==> src/design/ict_pkg.sv <==
package ict_pkg;

   typedef enum logic [4:0] {
      ICT_OP_UNARY_REG  = 5'h00,
      ICT_OP_CLEAR_MEM  = 5'h01,
      ICT_OP_UNARY_MEM  = 5'h02,
      ICT_OP_TSET_REG   = 5'h03,
      ICT_OP_TSET_MEM   = 5'h04,
      ICT_OP_SHIFT_IMM  = 5'h05,
      ICT_OP_SHIFT_REG  = 5'h06,
      ICT_OP_ROTX_REG   = 5'h07,
      ICT_OP_ROTX_IMM   = 5'h08,
      ICT_OP_SHIFT_MEM  = 5'h09,
      ICT_OP_BITMOD_MEM = 5'h0A,
      ICT_OP_BITMOD_REG = 5'h0B,
      ICT_OP_BIT_TEST   = 5'h0C,
      ICT_OP_BRANCH     = 5'h0D,
      ICT_OP_DEC_BRANCH = 5'h0E,
      ICT_OP_INTERRUPT  = 5'h0F,
      ICT_OP_DEV_RESET  = 5'h10,
      ICT_OP_ILLEGAL    = 5'h11,
      ICT_OP_BOUNDS     = 5'h12,
      ICT_OP_RET_EXC    = 5'h13
   } ict_op_type;

   typedef enum logic [1:0] {
      ICT_SZ_BYTE = 2'h0,
      ICT_SZ_WORD = 2'h1,
      ICT_SZ_LONG = 2'h2
   } ict_size_type;

   typedef enum logic [1:0] {
      ICT_BUS_READ  = 2'h0,
      ICT_BUS_PREF  = 2'h1,
      ICT_BUS_WRITE = 2'h2,
      ICT_BUS_NONE  = 2'h3
   } ict_bus_type;

   typedef enum logic [1:0] {
      ICT_ST_IDLE = 2'b01,
      ICT_ST_RUN  = 2'b10
   } ict_state_type;

   localparam int ICT_CLK_W = 10;
   localparam int ICT_CNT_W = 4;

   // Clock totals per operation
   localparam logic [9:0] ICT_T_2   = 10'h002;
   localparam logic [9:0] ICT_T_3   = 10'h003;
   localparam logic [9:0] ICT_T_4   = 10'h004;
   localparam logic [9:0] ICT_T_5   = 10'h005;
   localparam logic [9:0] ICT_T_6   = 10'h006;
   localparam logic [9:0] ICT_T_8   = 10'h008;
   localparam logic [9:0] ICT_T_10  = 10'h00A;
   localparam logic [9:0] ICT_T_24  = 10'h018;
   localparam logic [9:0] ICT_T_25  = 10'h019;
   localparam logic [9:0] ICT_T_26  = 10'h01A;
   localparam logic [9:0] ICT_T_30  = 10'h01E;
   localparam logic [9:0] ICT_T_42  = 10'h02A;
   localparam logic [9:0] ICT_T_50  = 10'h032;
   localparam logic [9:0] ICT_T_518 = 10'h206;
   // Every bus transfer is two clocks; a long operand adds one transfer
   localparam logic [9:0] ICT_T_BUS = 10'h002;

   // Bus cycle counts
   localparam logic [3:0] ICT_N_0  = 4'h0;
   localparam logic [3:0] ICT_N_1  = 4'h1;
   localparam logic [3:0] ICT_N_2  = 4'h2;
   localparam logic [3:0] ICT_N_3  = 4'h3;
   localparam logic [3:0] ICT_N_4  = 4'h4;
   localparam logic [3:0] ICT_N_6  = 4'h6;
   localparam logic [3:0] ICT_N_12 = 4'hC;

   // Count limits for the rotate-through-extend forms
   localparam logic [5:0] ICT_ROTX_IMM_MAX = 6'h08;

   // Address space codes
   localparam logic [2:0] ICT_FC_CPU  = 3'h7;
   localparam logic [2:0] ICT_FC_DATA = 3'h5;
   localparam logic [2:0] ICT_FC_PROG = 3'h6;

   // Stack frame formats
   localparam logic [3:0] ICT_FMT_0 = 4'h0;
   localparam logic [3:0] ICT_FMT_2 = 4'h2;
   localparam logic [3:0] ICT_FMT_C = 4'hC;

endpackage

==> src/design/ict_timing.sv <==
`timescale 1ns/10ps
// What this block does
// - Every bus read, prefetch and write takes two clocks inside the total.
// - Long operand needs two transfers; adds two clocks to tail and total.
// - Test-and-set on memory takes 10 clocks, one prefetch, one write.
// - Shifts and plain rotates by immediate count take 6 clocks.
// - Register-count shifts follow the n/4 plus mod formula, at least 6.
// - Register-count rotate through extend: max(3+n+mod(n+1,2),6), n up to 63.
// - Immediate rotate through extend: max(2+n+mod(n,2),6), n up to 8.
// - Any memory shift or rotate takes 6 clocks, one prefetch, one write.
// - Immediate bit modify: memory 8 clocks two prefetch one write; register 6.
// - Bit test takes 4 clocks, no write, two prefetches if immediate.
// - Branch taken 8 clocks; untaken 4 byte or word, 6 long.
// - Loop mode taken decrement-and-branch takes 6 clocks, no bus cycles.
// - Interrupt processing takes 30 clocks, three reads, two prefetches, four writes.
// - External reset occupies 518 clocks with one prefetch.
// - Illegal and privilege-class exceptions take 25 clocks, 2/2/4 transfers.
// - Bounds check 8 clocks without exception, 42 clocks 2/2/6 with it.
// - Return from exception: 24 clocks four-word, 26 six-word frame.
// - Return from a bus-fault-on-write frame reruns that write cycle.
// - Address space code 7 marks the CPU space.
// - Only stack frame formats 0, 2 and C are built or accepted.
module ict_timing (
   // Clock and reset
   input  wire logic                  core_clk,
   input  wire logic                  arst_n,
   // Operation request
   input  wire logic                  op_valid,
   output logic                       op_ready,
   input  wire ict_pkg::ict_op_type   op_code,
   input  wire ict_pkg::ict_size_type op_size,
   input  wire logic [5:0]            op_count,
   input  wire logic                  op_imm,
   input  wire logic                  op_taken,
   input  wire logic                  op_cond,
   input  wire logic                  op_loop,
   input  wire logic                  op_ex,
   input  wire logic [3:0]            op_frame,
   input  wire logic                  op_fault_write,
   // Bus sequencing
   output logic                       bus_start,
   output ict_pkg::ict_bus_type       bus_kind,
   output logic [2:0]                 address_space_code,
   output logic                       bus_active,
   // Status
   output logic                       busy,
   output logic                       op_done,
   output logic                       frame_reject,
   output logic [3:0]                 frame_fmt,
   output logic [9:0]                 total_clks
);
   import ict_pkg::*;

   ict_state_type   state_reg;
   logic [9:0]      cnt_reg;
   logic [3:0]      rd_reg;
   logic [3:0]      pf_reg;
   logic [3:0]      wr_reg;
   logic            cpu_reg;
   logic            start_reg;
   logic            active_reg;
   ict_bus_type     kind_reg;
   logic [2:0]      fc_reg;
   logic            done_reg;
   logic            reject_reg;
   logic [3:0]      fmt_reg;
   logic [9:0]      total_reg;

   logic [9:0]      t_clk;
   logic [3:0]      t_rd;
   logic [3:0]      t_pf;
   logic [3:0]      t_wr;
   logic            t_x;

   // Register-count shift formula pieces
   wire logic [9:0] sh_q     = {6'h00, op_count[5:2]};
   wire logic [9:0] sh_m     = {8'h00, op_count[1:0]};
   // Parity of n/4 + mod(n,4) is bit 2 xor bit 0, so no adder is needed for it
   wire logic [9:0] sh_par   = {9'h000, ~(op_count[2] ^ op_count[0])};
   wire logic [9:0] sh_raw   = ICT_T_3 + sh_q + sh_m + sh_par;
   wire logic [9:0] rx_n     = {4'h0, op_count};
   wire logic [9:0] rx_raw   = ICT_T_3 + rx_n + {9'h000, ~op_count[0]};
   // Immediate counts above the limit are clamped, not refused
   wire logic [5:0] ri_lim   = (op_count > ICT_ROTX_IMM_MAX) ? ICT_ROTX_IMM_MAX : op_count;
   wire logic [9:0] ri_raw   = ICT_T_2 + {4'h0, ri_lim} + {9'h000, ri_lim[0]};
   wire logic [9:0] sh_clk   = (sh_raw < ICT_T_6) ? ICT_T_6 : sh_raw;
   wire logic [9:0] rx_clk   = (rx_raw < ICT_T_6) ? ICT_T_6 : rx_raw;
   wire logic [9:0] ri_clk   = (ri_raw < ICT_T_6) ? ICT_T_6 : ri_raw;

   always_comb begin
      t_clk = ICT_T_2;
      t_rd  = ICT_N_0;
      t_pf  = ICT_N_1;
      t_wr  = ICT_N_0;
      t_x   = 1'b0;
      unique case (op_code)
         ICT_OP_UNARY_REG: begin
            t_clk = ICT_T_2;
         end
         ICT_OP_CLEAR_MEM: begin
            t_clk = ICT_T_4;
            t_wr  = ICT_N_1;
            t_x   = 1'b1;
         end
         ICT_OP_UNARY_MEM: begin
            t_clk = ICT_T_5;
            t_wr  = ICT_N_1;
            t_x   = 1'b1;
         end
         ICT_OP_TSET_REG: begin
            t_clk = ICT_T_6;
         end
         ICT_OP_TSET_MEM: begin
            t_clk = ICT_T_10;
            t_wr  = ICT_N_1;
         end
         ICT_OP_SHIFT_IMM: begin
            t_clk = ICT_T_6;
         end
         ICT_OP_SHIFT_REG: begin
            t_clk = sh_clk;
         end
         ICT_OP_ROTX_REG: begin
            t_clk = rx_clk;
         end
         ICT_OP_ROTX_IMM: begin
            t_clk = ri_clk;
         end
         ICT_OP_SHIFT_MEM: begin
            t_clk = ICT_T_6;
            t_wr  = ICT_N_1;
         end
         ICT_OP_BITMOD_MEM: begin
            t_clk = op_imm ? ICT_T_8 : ICT_T_8;
            t_pf  = op_imm ? ICT_N_2 : ICT_N_1;
            t_wr  = ICT_N_1;
         end
         ICT_OP_BITMOD_REG: begin
            t_clk = ICT_T_6;
            t_pf  = op_imm ? ICT_N_2 : ICT_N_1;
         end
         ICT_OP_BIT_TEST: begin
            t_clk = ICT_T_4;
            t_pf  = op_imm ? ICT_N_2 : ICT_N_1;
         end
         ICT_OP_BRANCH: begin
            if (op_taken) begin
               t_clk = ICT_T_8;
               t_pf  = ICT_N_2;
            end else if (op_size == ICT_SZ_LONG) begin
               t_clk = ICT_T_6;
               t_pf  = ICT_N_3;
            end else begin
               t_clk = ICT_T_4;
               t_pf  = (op_size == ICT_SZ_WORD) ? ICT_N_2 : ICT_N_1;
            end
         end
         ICT_OP_DEC_BRANCH: begin
            if (op_loop) begin
               t_clk = (op_taken || op_cond) ? ICT_T_6 : ICT_T_8;
               t_pf  = op_taken ? ICT_N_0 : ICT_N_1;
            end else begin
               t_clk = op_taken ? ICT_T_10 : (op_cond ? ICT_T_4 : ICT_T_6);
               t_pf  = ICT_N_2;
            end
         end
         ICT_OP_INTERRUPT: begin
            t_clk = ICT_T_30;
            t_rd  = ICT_N_3;
            t_pf  = ICT_N_2;
            t_wr  = ICT_N_4;
         end
         ICT_OP_DEV_RESET: begin
            t_clk = ICT_T_518;
         end
         ICT_OP_ILLEGAL: begin
            t_clk = ICT_T_25;
            t_rd  = ICT_N_2;
            t_pf  = ICT_N_2;
            t_wr  = ICT_N_4;
         end
         ICT_OP_BOUNDS: begin
            t_clk = op_ex ? ICT_T_42 : ICT_T_8;
            t_rd  = op_ex ? ICT_N_2 : ICT_N_0;
            t_pf  = op_ex ? ICT_N_2 : ICT_N_1;
            t_wr  = op_ex ? ICT_N_6 : ICT_N_0;
         end
         ICT_OP_RET_EXC: begin
            t_rd  = ICT_N_4;
            t_pf  = ICT_N_2;
            if (op_frame == ICT_FMT_2) begin
               t_clk = ICT_T_26;
            end else if (op_frame == ICT_FMT_C) begin
               t_clk = ICT_T_50;
               t_rd  = ICT_N_12;
               t_wr  = op_fault_write ? ICT_N_1 : ICT_N_0;
            end else begin
               t_clk = ICT_T_24;
            end
         end
         default: begin
            t_clk = ICT_T_2;
         end
      endcase
   end

   // Long operands double the write transfer
   // Only the clear and unary memory forms carry a sized operand
   wire logic       x_long  = t_x && (op_size == ICT_SZ_LONG);
   wire logic [9:0] a_clk   = x_long ? t_clk + ICT_T_BUS : t_clk;
   wire logic [3:0] a_wr    = x_long ? t_wr + ICT_N_1 : t_wr;

   // Only the three supported formats may be restored
   wire logic fmt_known = (op_frame == ICT_FMT_0) || (op_frame == ICT_FMT_2) ||
                          (op_frame == ICT_FMT_C);
   wire logic fmt_ok    = (op_code != ICT_OP_RET_EXC) || fmt_known;
   wire logic idle      = (state_reg == ICT_ST_IDLE);
   wire logic run       = (state_reg == ICT_ST_RUN);
   wire logic accept    = op_valid && idle && fmt_ok;
   // A refused restore leaves the core idle and only pulses the reject flag
   wire logic reject    = op_valid && idle && !fmt_ok;
   // The counter holds the clocks left after this one; zero marks the last busy cycle
   wire logic last      = run && (cnt_reg == 10'h000);

   // Bus scheduling: reads first, then prefetches, then writes, two clocks each
   wire logic [3:0] src_rd  = accept ? t_rd : rd_reg;
   wire logic [3:0] src_pf  = accept ? t_pf : pf_reg;
   wire logic [3:0] src_wr  = accept ? a_wr : wr_reg;
   // Only the first read of an interrupt is the acknowledge; later reads are stack data
   wire logic       src_cpu = accept ? (op_code == ICT_OP_INTERRUPT) : cpu_reg;
   // Nothing starts in the last busy cycle, or the transfer would spill past the total
   wire logic       slot    = accept || (run && !start_reg && !last);
   wire logic       any     = (src_rd != ICT_N_0) || (src_pf != ICT_N_0) || (src_wr != ICT_N_0);
   wire logic       go      = slot && any;
   wire ict_bus_type kind   = (src_rd != ICT_N_0) ? ICT_BUS_READ :
                              (src_pf != ICT_N_0) ? ICT_BUS_PREF : ICT_BUS_WRITE;
   wire logic       go_rd   = go && (kind == ICT_BUS_READ);
   wire logic       go_pf   = go && (kind == ICT_BUS_PREF);
   wire logic       go_wr   = go && (kind == ICT_BUS_WRITE);
   // The interrupt's first read is the acknowledge, run in CPU space
   wire logic [2:0] fc_next = (go_rd && src_cpu) ? ICT_FC_CPU :
                              go_pf ? ICT_FC_PROG : ICT_FC_DATA;

   // Exceptions record the frame they build; a restore records what it took back
   wire logic       exc_build = (op_code == ICT_OP_INTERRUPT) || (op_code == ICT_OP_ILLEGAL);
   wire logic       bnd_build = (op_code == ICT_OP_BOUNDS) && op_ex;
   wire logic [3:0] fmt_next  = !accept ? fmt_reg :
                                exc_build ? ICT_FMT_0 :
                                bnd_build ? ICT_FMT_2 :
                                (op_code == ICT_OP_RET_EXC) ? op_frame : fmt_reg;

   wire ict_state_type state_next = accept ? ICT_ST_RUN : (last ? ICT_ST_IDLE : state_reg);

   always_ff @(posedge core_clk or negedge arst_n) begin
      if (!arst_n) begin
         state_reg  <= ICT_ST_IDLE;
         cnt_reg    <= 10'h000;
         rd_reg     <= ICT_N_0;
         pf_reg     <= ICT_N_0;
         wr_reg     <= ICT_N_0;
         cpu_reg    <= 1'b0;
         start_reg  <= 1'b0;
         active_reg <= 1'b0;
         kind_reg   <= ICT_BUS_NONE;
         fc_reg     <= ICT_FC_DATA;
         done_reg   <= 1'b0;
         reject_reg <= 1'b0;
         fmt_reg    <= ICT_FMT_0;
         total_reg  <= 10'h000;
      end else begin
         state_reg  <= state_next;
         cnt_reg    <= accept ? a_clk - 10'h001 : (run ? cnt_reg - 10'h001 : cnt_reg);
         rd_reg     <= src_rd - {3'h0, go_rd};
         pf_reg     <= src_pf - {3'h0, go_pf};
         wr_reg     <= src_wr - {3'h0, go_wr};
         cpu_reg    <= src_cpu && !go_rd;
         start_reg  <= go;
         active_reg <= go || start_reg;
         kind_reg   <= go ? kind : (start_reg ? kind_reg : ICT_BUS_NONE);
         fc_reg     <= go ? fc_next : fc_reg;
         done_reg   <= (run && cnt_reg == 10'h001) || (accept && a_clk == 10'h001);
         reject_reg <= reject;
         fmt_reg    <= fmt_next;
         total_reg  <= accept ? a_clk : total_reg;
      end
   end

   // Ready is the idle state itself, so nothing is taken while a count runs
   assign op_ready           = idle;
   assign bus_start          = start_reg;
   assign bus_kind           = kind_reg;
   assign address_space_code = fc_reg;
   assign bus_active         = active_reg;
   assign busy               = run;
   assign op_done            = done_reg;
   assign frame_reject       = reject_reg;
   assign frame_fmt          = fmt_reg;
   assign total_clks         = total_reg;

endmodule

==> config.mk <==
export PLATFORM = sky130hd
export DESIGN_NAME = ict_timing
export DESIGN_NICKNAME = d
export VERILOG_FILES = /design/src/design/ict_pkg.sv /design/src/design/ict_timing.sv
export SDC_FILE = /design/constraint.sdc
export NUM_CORES = 1
export LEC_CHECK = 0
export ABC_AREA = 1
export BUFFER_PORTS_ARGS = -buffer_cell sky130_fd_sc_hd__buf_2
export CAP_MARGIN = 20
export CORE_UTILIZATION = 40
export CTS_CLUSTER_DIAMETER = 100
export CTS_CLUSTER_SIZE = 8
export DETAILED_ROUTE_END_ITERATION = 10
export PLACE_DENSITY = 0.64
export REMOVE_ABC_BUFFERS = 1
export SLEW_MARGIN = 20
export SYNTH_ARGS = -nofsm -noshare
export SYNTH_HDL_FRONTEND = slang
export SYNTH_SLANG_ARGS = --single-unit
==> constraint.sdc <==
create_clock -name core_clk -period 4.17 [get_ports core_clk]
set_input_delay 0.417 -clock core_clk [delete_from_list [all_inputs] [get_ports core_clk]]
set_output_delay 0.417 -clock core_clk [all_outputs]
set_load 0.01 [all_outputs]
Yosys cells after proc, flatten, opt, wreduce, memory -nomap -nowiden
Index checks and enable logic that the tools add are counted.
{"block": "classes", "n_eq_ne": 31, "muxes": 51, "order_cmp": 4, "reduce_logical": 47, "n_bitwise": 3, "n_addsub": 14}
{"operator": "case mux 10 bit (15 select lines)", "count": 1}
{"operator": "two-way mux 4 bit", "count": 13}
{"operator": "equality test 5 x 4 -> 1 bit, second input constant", "count": 8}
{"operator": "two-way mux 2 bit", "count": 17}
{"operator": "two-way mux 10 bit", "count": 3}
{"operator": "two-way mux 6 bit", "count": 4}
{"operator": "equality test 10 x 1 -> 1 bit, second input constant", "count": 2}
{"operator": "equality test 5 x 3 -> 1 bit, second input constant", "count": 4}
{"operator": "equality test 5 bit, second input constant", "count": 4}
{"operator": "subtractor 10 x 1 -> 10 bit, second input constant", "count": 2}
{"operator": "adder 7 x 1 -> 8 bit", "count": 2}
{"operator": "logical AND 1 bit", "count": 16}
{"operator": "less-than comparator 8 x 3 -> 1 bit, second input constant", "count": 2}
{"operator": "two-way mux 8 bit", "count": 2}
{"operator": "case mux 4 bit (4 select lines)", "count": 1}
{"operator": "adder 2 x 6 -> 7 bit, first input constant", "count": 2}
{"operator": "case mux 3 bit (4 select lines)", "count": 1}
{"operator": "nonzero test 4 bit", "count": 3}
{"operator": "subtractor 4 x 1 -> 4 bit", "count": 3}
{"operator": "adder 10 x 2 -> 10 bit, second input constant", "count": 1}
{"operator": "equality test 5 x 2 -> 1 bit, second input constant", "count": 2}
{"operator": "logical NOT 10 bit", "count": 1}
{"operator": "logical OR 1 bit", "count": 10}
{"operator": "case mux 2 bit (5 select lines)", "count": 1}
{"operator": "other kinds (28)", "count": 45}
{"block": "word_totals", "wordCells": 164, "out_inout_bits": 25, "register_bits": 48, "input_bits": 26}

Depth between registers and ports, before layout
{"block": "logic_depth", "word_depth": 13, "mapped_depth": 24, "ltp_nobuf": 24}

Least setup slack after synthesis
No wires, ideal clock.
{"block": "synth_timing", "path_kind": "in2reg", "startpoint": "in op_count[0]", "endpoint": "reg cnt_reg[4]", "t_arrival_ns": 2.977, "required_time_ns": 4.045, "n_path_buf": 0, "slack_ns": 1.068, "setup_ns": 0.125, "cell_stages": 22, "path_cell_list": "inv_1 > ha_1 > xnor2_1 > ha_1 > fa_1 > or2_2 > nand3_1 > nand2_1 > inv_1 > nand2_1 > nand2_1 > nand2_1 > nand3_2 > ha_1 > inv_1 > nand2_1 > nand2_2 > nand2_1 > nor2_2 > nand2_1 > nand3_1 > nand3_1"}
{"block": "synth_via", "elab_chain_len": 11, "elab_cells_between_ends": 22, "cone_classes": "add/sub: 8; order compare: 4; mux: 7; bitwise: 3"}
{"element": "start: declaration", "line": "ict_timing.sv:32", "text": "input wire logic [5:0] op_count,"}
{"element": "greater-than comparator 6 x 4 -> 1 bit", "line": "ict_timing.sv:84", "text": "wire logic [5:0] ri_lim = (op_count > ICT_ROTX_IMM_MAX) ? ICT_ROTX_IMM_MAX : op_count;"}
{"element": "two-way mux 6 bit", "line": "ict_timing.sv:84"}
{"element": "adder 2 x 6 -> 7 bit", "line": "ict_timing.sv:85", "text": "wire logic [9:0] ri_raw = ICT_T_2 + {4'h0, ri_lim} + {9'h000, ri_lim[0]};"}
{"element": "adder 7 x 1 -> 8 bit", "line": "ict_timing.sv:85"}
{"element": "less-than comparator 8 x 3 -> 1 bit", "line": "ict_timing.sv:88", "text": "wire logic [9:0] ri_clk = (ri_raw < ICT_T_6) ? ICT_T_6 : ri_raw;"}
{"element": "two-way mux 8 bit", "line": "ict_timing.sv:88"}
{"element": "case mux 10 bit (15 select lines) *", "line": "ict_timing.sv:96", "text": "unique case (op_code)"}
{"element": "adder 10 x 2 -> 10 bit", "line": "ict_timing.sv:210", "text": "wire logic [9:0] a_clk = x_long ? t_clk + ICT_T_BUS : t_clk;"}
{"element": "two-way mux 10 bit *", "line": "ict_timing.sv:210"}
{"element": "subtractor 10 x 1 -> 10 bit *", "line": "ict_timing.sv:272", "text": "cnt_reg <= accept ? a_clk - 10'h001 : (run ? cnt_reg - 10'h001 : cnt_reg);"}
{"element": "two-way mux 10 bit *", "line": "ict_timing.sv:272"}
{"element": "end signal: assignment", "line": "ict_timing.sv:272"}
{"element": "end: declaration", "line": "ict_timing.sv:55", "text": "logic [9:0] cnt_reg;"}
Every way passes the cells marked *; elsewhere a longest branch is shown, timed or not.
A chain may end at the register's enable or synchronous reset.

Worst setup path after layout
{"block": "layout_timing", "startpoint": "in op_count[0]", "endpoint": "reg cnt_reg[6]"}
The elaborated chain is that of the path after synthesis.

==> qor_table.md <==
| Parameter | Value | Unit |
| --- | --- | --- |
| Clock tree skew after final layout | 0.00668 | ns |
| Critical path data required time | 4.41 | ns |
| Flip-flop and latch count after synthesis | 46 | - |
| Final routed wire length divided by cell count | 12.4 | um |
| Adder-cell share of the synthesized area | 7.43 | % |
| Maximum number of pins on one net before global-route repair | 47 | - |
| Nets | 622 | - |
| Category of the most critical setup path | in -> reg | - |
| Met1 usage in global routing | 26.9 | % |
| Hold violation count in the final report | 0 | - |
| Overall Global Routing Usage | 19.2 | % |
| Number of library cell types mapped by synthesis | 39 | - |
| Via/cell ratio | 4.98 | - |
| Leakage power total | 2.33 | nW |
| Yosys warnings | 0 | - |
| First-pass GRT wire length | 15.2 | mm |
| Peak clock frequency supported by timing | 315 | MHz |
| Total of buffers placed on input and output ports | 48 | - |
| Synthesized area divided by synthesized cell count | 6.90 | um2 |
| Detailed Place HPWL | 6.77 | mm |
| Most used flip-flop cell after synthesis | sky130_fd_sc_hd__dfrtp_1 | - |
| Power density over the cells | 230 | nW/um2 |
| Type of the most critical hold path | in -> async | - |
| Antenna Cells | 0 | - |
| RSZ-0062 raised after global routing | no | - |
| Cts-stage hold buffer count | 0 | - |
| Number of iterations in the first detailed-routing pass | 4 | - |
| Setup crit start kind | primary input | - |
| Number of setup buffers added after CTS | 0 | - |
| Worst-path cell chain | buf_2, inv_1, ha_1, xnor2_1, ha_1, fa_1, or2_2, nand3_1, nand2_1, inv_1, nand2_1, nand2_1, nand2_1, nand3_2, ha_1, inv_1, nand2_1, nand2_2, nand2_1, nor2_2, nand2_1, nand3_1, nand2_1, nand2_1 | - |
| Area share of the leading cell type in the synthesized netlist | 28.9 | % |
| GR peak layer | met2 | - |
| Total vias in the final route | 3404 | - |
| Final setup viols | 0 | - |
| Via count of the first global-routing pass | 3288 | - |
| Slew headroom | 51.9 | % |
| Number of top-level design ports | 51 | - |
| Simple-gate portion of the synthesized area | 39.2 | % |
| Setup crit end kind | register | - |
| Library cell appearing most often on the critical path | sky130_fd_sc_hd__nand2_1 | - |
| Largest cells by area after synthesis | sky130_fd_sc_hd__dfrtp_1, sky130_fd_sc_hd__nand2_1, sky130_fd_sc_hd__nor2_1 | - |
| Clock latency at the later pin of the worst-skew pair | 0.29 | ns |
| TritonCTS clock tree | done | - |
| Number of violations reported at the end of detailed-routing iteration 0 | 134 | - |
| Slew at the pin with the worst max-slew slack | 0.718 | ns |
| Cell type with the largest total area after synthesis | sky130_fd_sc_hd__dfrtp_1 | - |
| Worst slack on hold paths | 0.108 | ns |
| Placer's final routability congestion estimate | 0.840 | - |
| Floorplan core area | 8760 | um2 |
| Final Slew Violations | 0 | - |
| Detailed-route wire length | 8.47 | mm |
| Count leader, synth | sky130_fd_sc_hd__nand2_1 | - |
| Worst stage delay on the critical path | 0.39 | ns |
| Share of the synthesized netlist area taken by xor and xnor gates | 3.13 | % |
| Vertical die dimension | 97.4 | um |
| Root buffer cell | sky130_fd_sc_hd__clkbuf_8 | - |
| Final global-route overflow total | 0 | - |
| Number of enable flip-flop cells after synthesis | 0 | - |
| DRC viols | 0 | - |
| # clock sinks | 46 | - |
| Met2 demand-to-capacity share in global routing | 32.3 | % |
| Most frequent cells after synthesis | sky130_fd_sc_hd__nand2_1, sky130_fd_sc_hd__nor2_1, sky130_fd_sc_hd__inv_1, sky130_fd_sc_hd__nand3_1, sky130_fd_sc_hd__dfrtp_1 | - |
| R2R Setup Slk | 1.19 | ns |
| Arrival time of data at the critical path endpoint | 3.41 | ns |
| Register area share after synthesis | 31.8 | % |
| Share of the cycle needed by the critical path after routing | 76.1 | % |
| Max-cap viol count | 0 | - |
| Worst Path Max Fanout | 9 | - |
| Max FFs per register | 10 | - |
| Synth Area in Compound Gates | 8.91 | % |
| Final sum of negative setup slack | 0 | ns |
| Share of layout cells above drive strength 1 | 18.4 | % |
| Antenna-violating nets left | 0 | - |
| Clock buffer depth | 2 | - |
| IR Drop Worst-Case VDD | 0.153 | mV |
| Horizontal die dimension | 97.4 | um |
| Clock-pin slew reported for the worst setup and hold paths after clock tree synthesis | 0.09 | ns |
| Antenna violations before repair | 0 | - |
| Fraction of synthesized area in multiplexers | 0 | % |
| Share of synthesized registers carrying an async set or reset | 100 | % |
| Met3 Resource Use GR | 2.45 | % |
| Number of levels in the clock H-tree | 2 | - |
| Die Area | 9480 | um2 |
| Relative area change from synthesis to final layout | 12.0 | % |
| Initial core utilization | 41.5 | % |
| Post-synth design cell area | 3640 | um2 |
| CP max-delay cell | sky130_fd_sc_hd__fa_1 | - |
| Dominant combinational cell family by area after synthesis | simple AND/OR/NAND/NOR gates | - |
| Post-Syn Instances | 527 | - |
| Shortest period the worst path allows | 3.17 | ns |
| TritonCTS Buffers | 5 | - |
| Num rows | 34 | - |
| Result of the run | complete, no violations | - |
| Post_cts resized | 0 | - |
| Post-layout total power | 0.939 | mW |
-- metrics by stage --
stage	utilization, %	worst slack, ns	area (um2)	instances
3_3_place_gp	45.3	0.799	3970	676
6_report	46.5	0.999	4080	684
4_1_cts	46.5	1.02	4070	684
2_1_floorplan	-	1.07	3580	518
3_5_place_dp	45.3	0.702	3970	676
5_1_grt	46.5	0.765	4080	684
-- worst max-delay path: cells and delay by family --
kind | cells | cell delay, ns
adders and majority gates | 4 | 1.14
and+or+nand+nor | 15 | 1.47
buffers and inverters | 4 | 0.26
xor gates and xnor gates | 1 | 0.13
-- routing by layer --
| layer | part of all wire, % | wire length (um) | vias up |
|---|---|---|---|
| met5 | 0 | 0 | - |
| met4 | 0.48 | 41 | 0 |
| met3 | 2.6 | 217 | 5 |
| met2 | 48 | 4030 | 51 |
| met1 | 49 | 4180 | 1574 |
| li1 | - | - | 1774 |
-- cells by family (layout without fill, tap and decap cells) --
family          Yosys count  in the layout
flops                    46             46
simple gates            312            312
other cells               2              2
xor+xnor                 13             13
fa+ha+maj                21             21
compound gates           50             50
buf+inv                  83            132
-- area by class of cell --
class	count	area, um2
multi-input cells	398	2140
fillers	910	4690
inverters	74	278
clock buffers	7	76.3
well taps	108	135
clock inverters	1	30.0
flip-flops and latches	46	1160
repair buffers	50	258
-- cell usage in the layout, fill, tap and decap left out, drive strengths merged --
| cell | Yosys | routed |
|---|---|---|
| nor3 | 5 | 5 |
| o21ai | 28 | 28 |
| clkbuf | 3 | 7 |
| o21bai | 1 | 1 |
| ha | 20 | 20 |
| dfrtp | 42 | 42 |
| bufinv | 0 | 1 |
| dfstp | 4 | 4 |
| buf | 6 | 50 |
| o211ai | 2 | 2 |
| a22oi | 1 | 1 |
| o31ai | 2 | 2 |
| a21oi | 10 | 10 |
| nor2 | 91 | 91 |
| fa | 1 | 1 |
| nand3b | 1 | 1 |
| inv | 74 | 74 |
| nand3 | 57 | 57 |
| nand2 | 144 | 144 |
| o221ai | 1 | 1 |
| o22ai | 2 | 2 |
| xnor2 | 5 | 5 |
| conb | 2 | 2 |
| xor2 | 8 | 8 |
| a21boi | 2 | 2 |
| nand4 | 13 | 13 |
| o21a | 1 | 1 |
| or2 | 1 | 1 |
-- worst paths after layout --
check / startpoint / end / cells after the start
min reg2reg: total_clks[1] / total_clks[1] / 2
max: op_count[0] / cnt_reg[6] / 24
min: arst_n / pf_reg[2] / 1
max reg2reg: state_reg[0] / wr_reg[2] / 13
max in group asynchronous: arst_n / total_clks[4] / 1
min in group core_clk: op_frame[1] / frame_fmt[1] / 3
-- power breakdown --
part	internal (mW)	switching [mW]
logic	0.0530	0.111
registers	0.446	0
clock network	0.180	0.150
No activity file was read; power rests on OpenSTA's default activity.
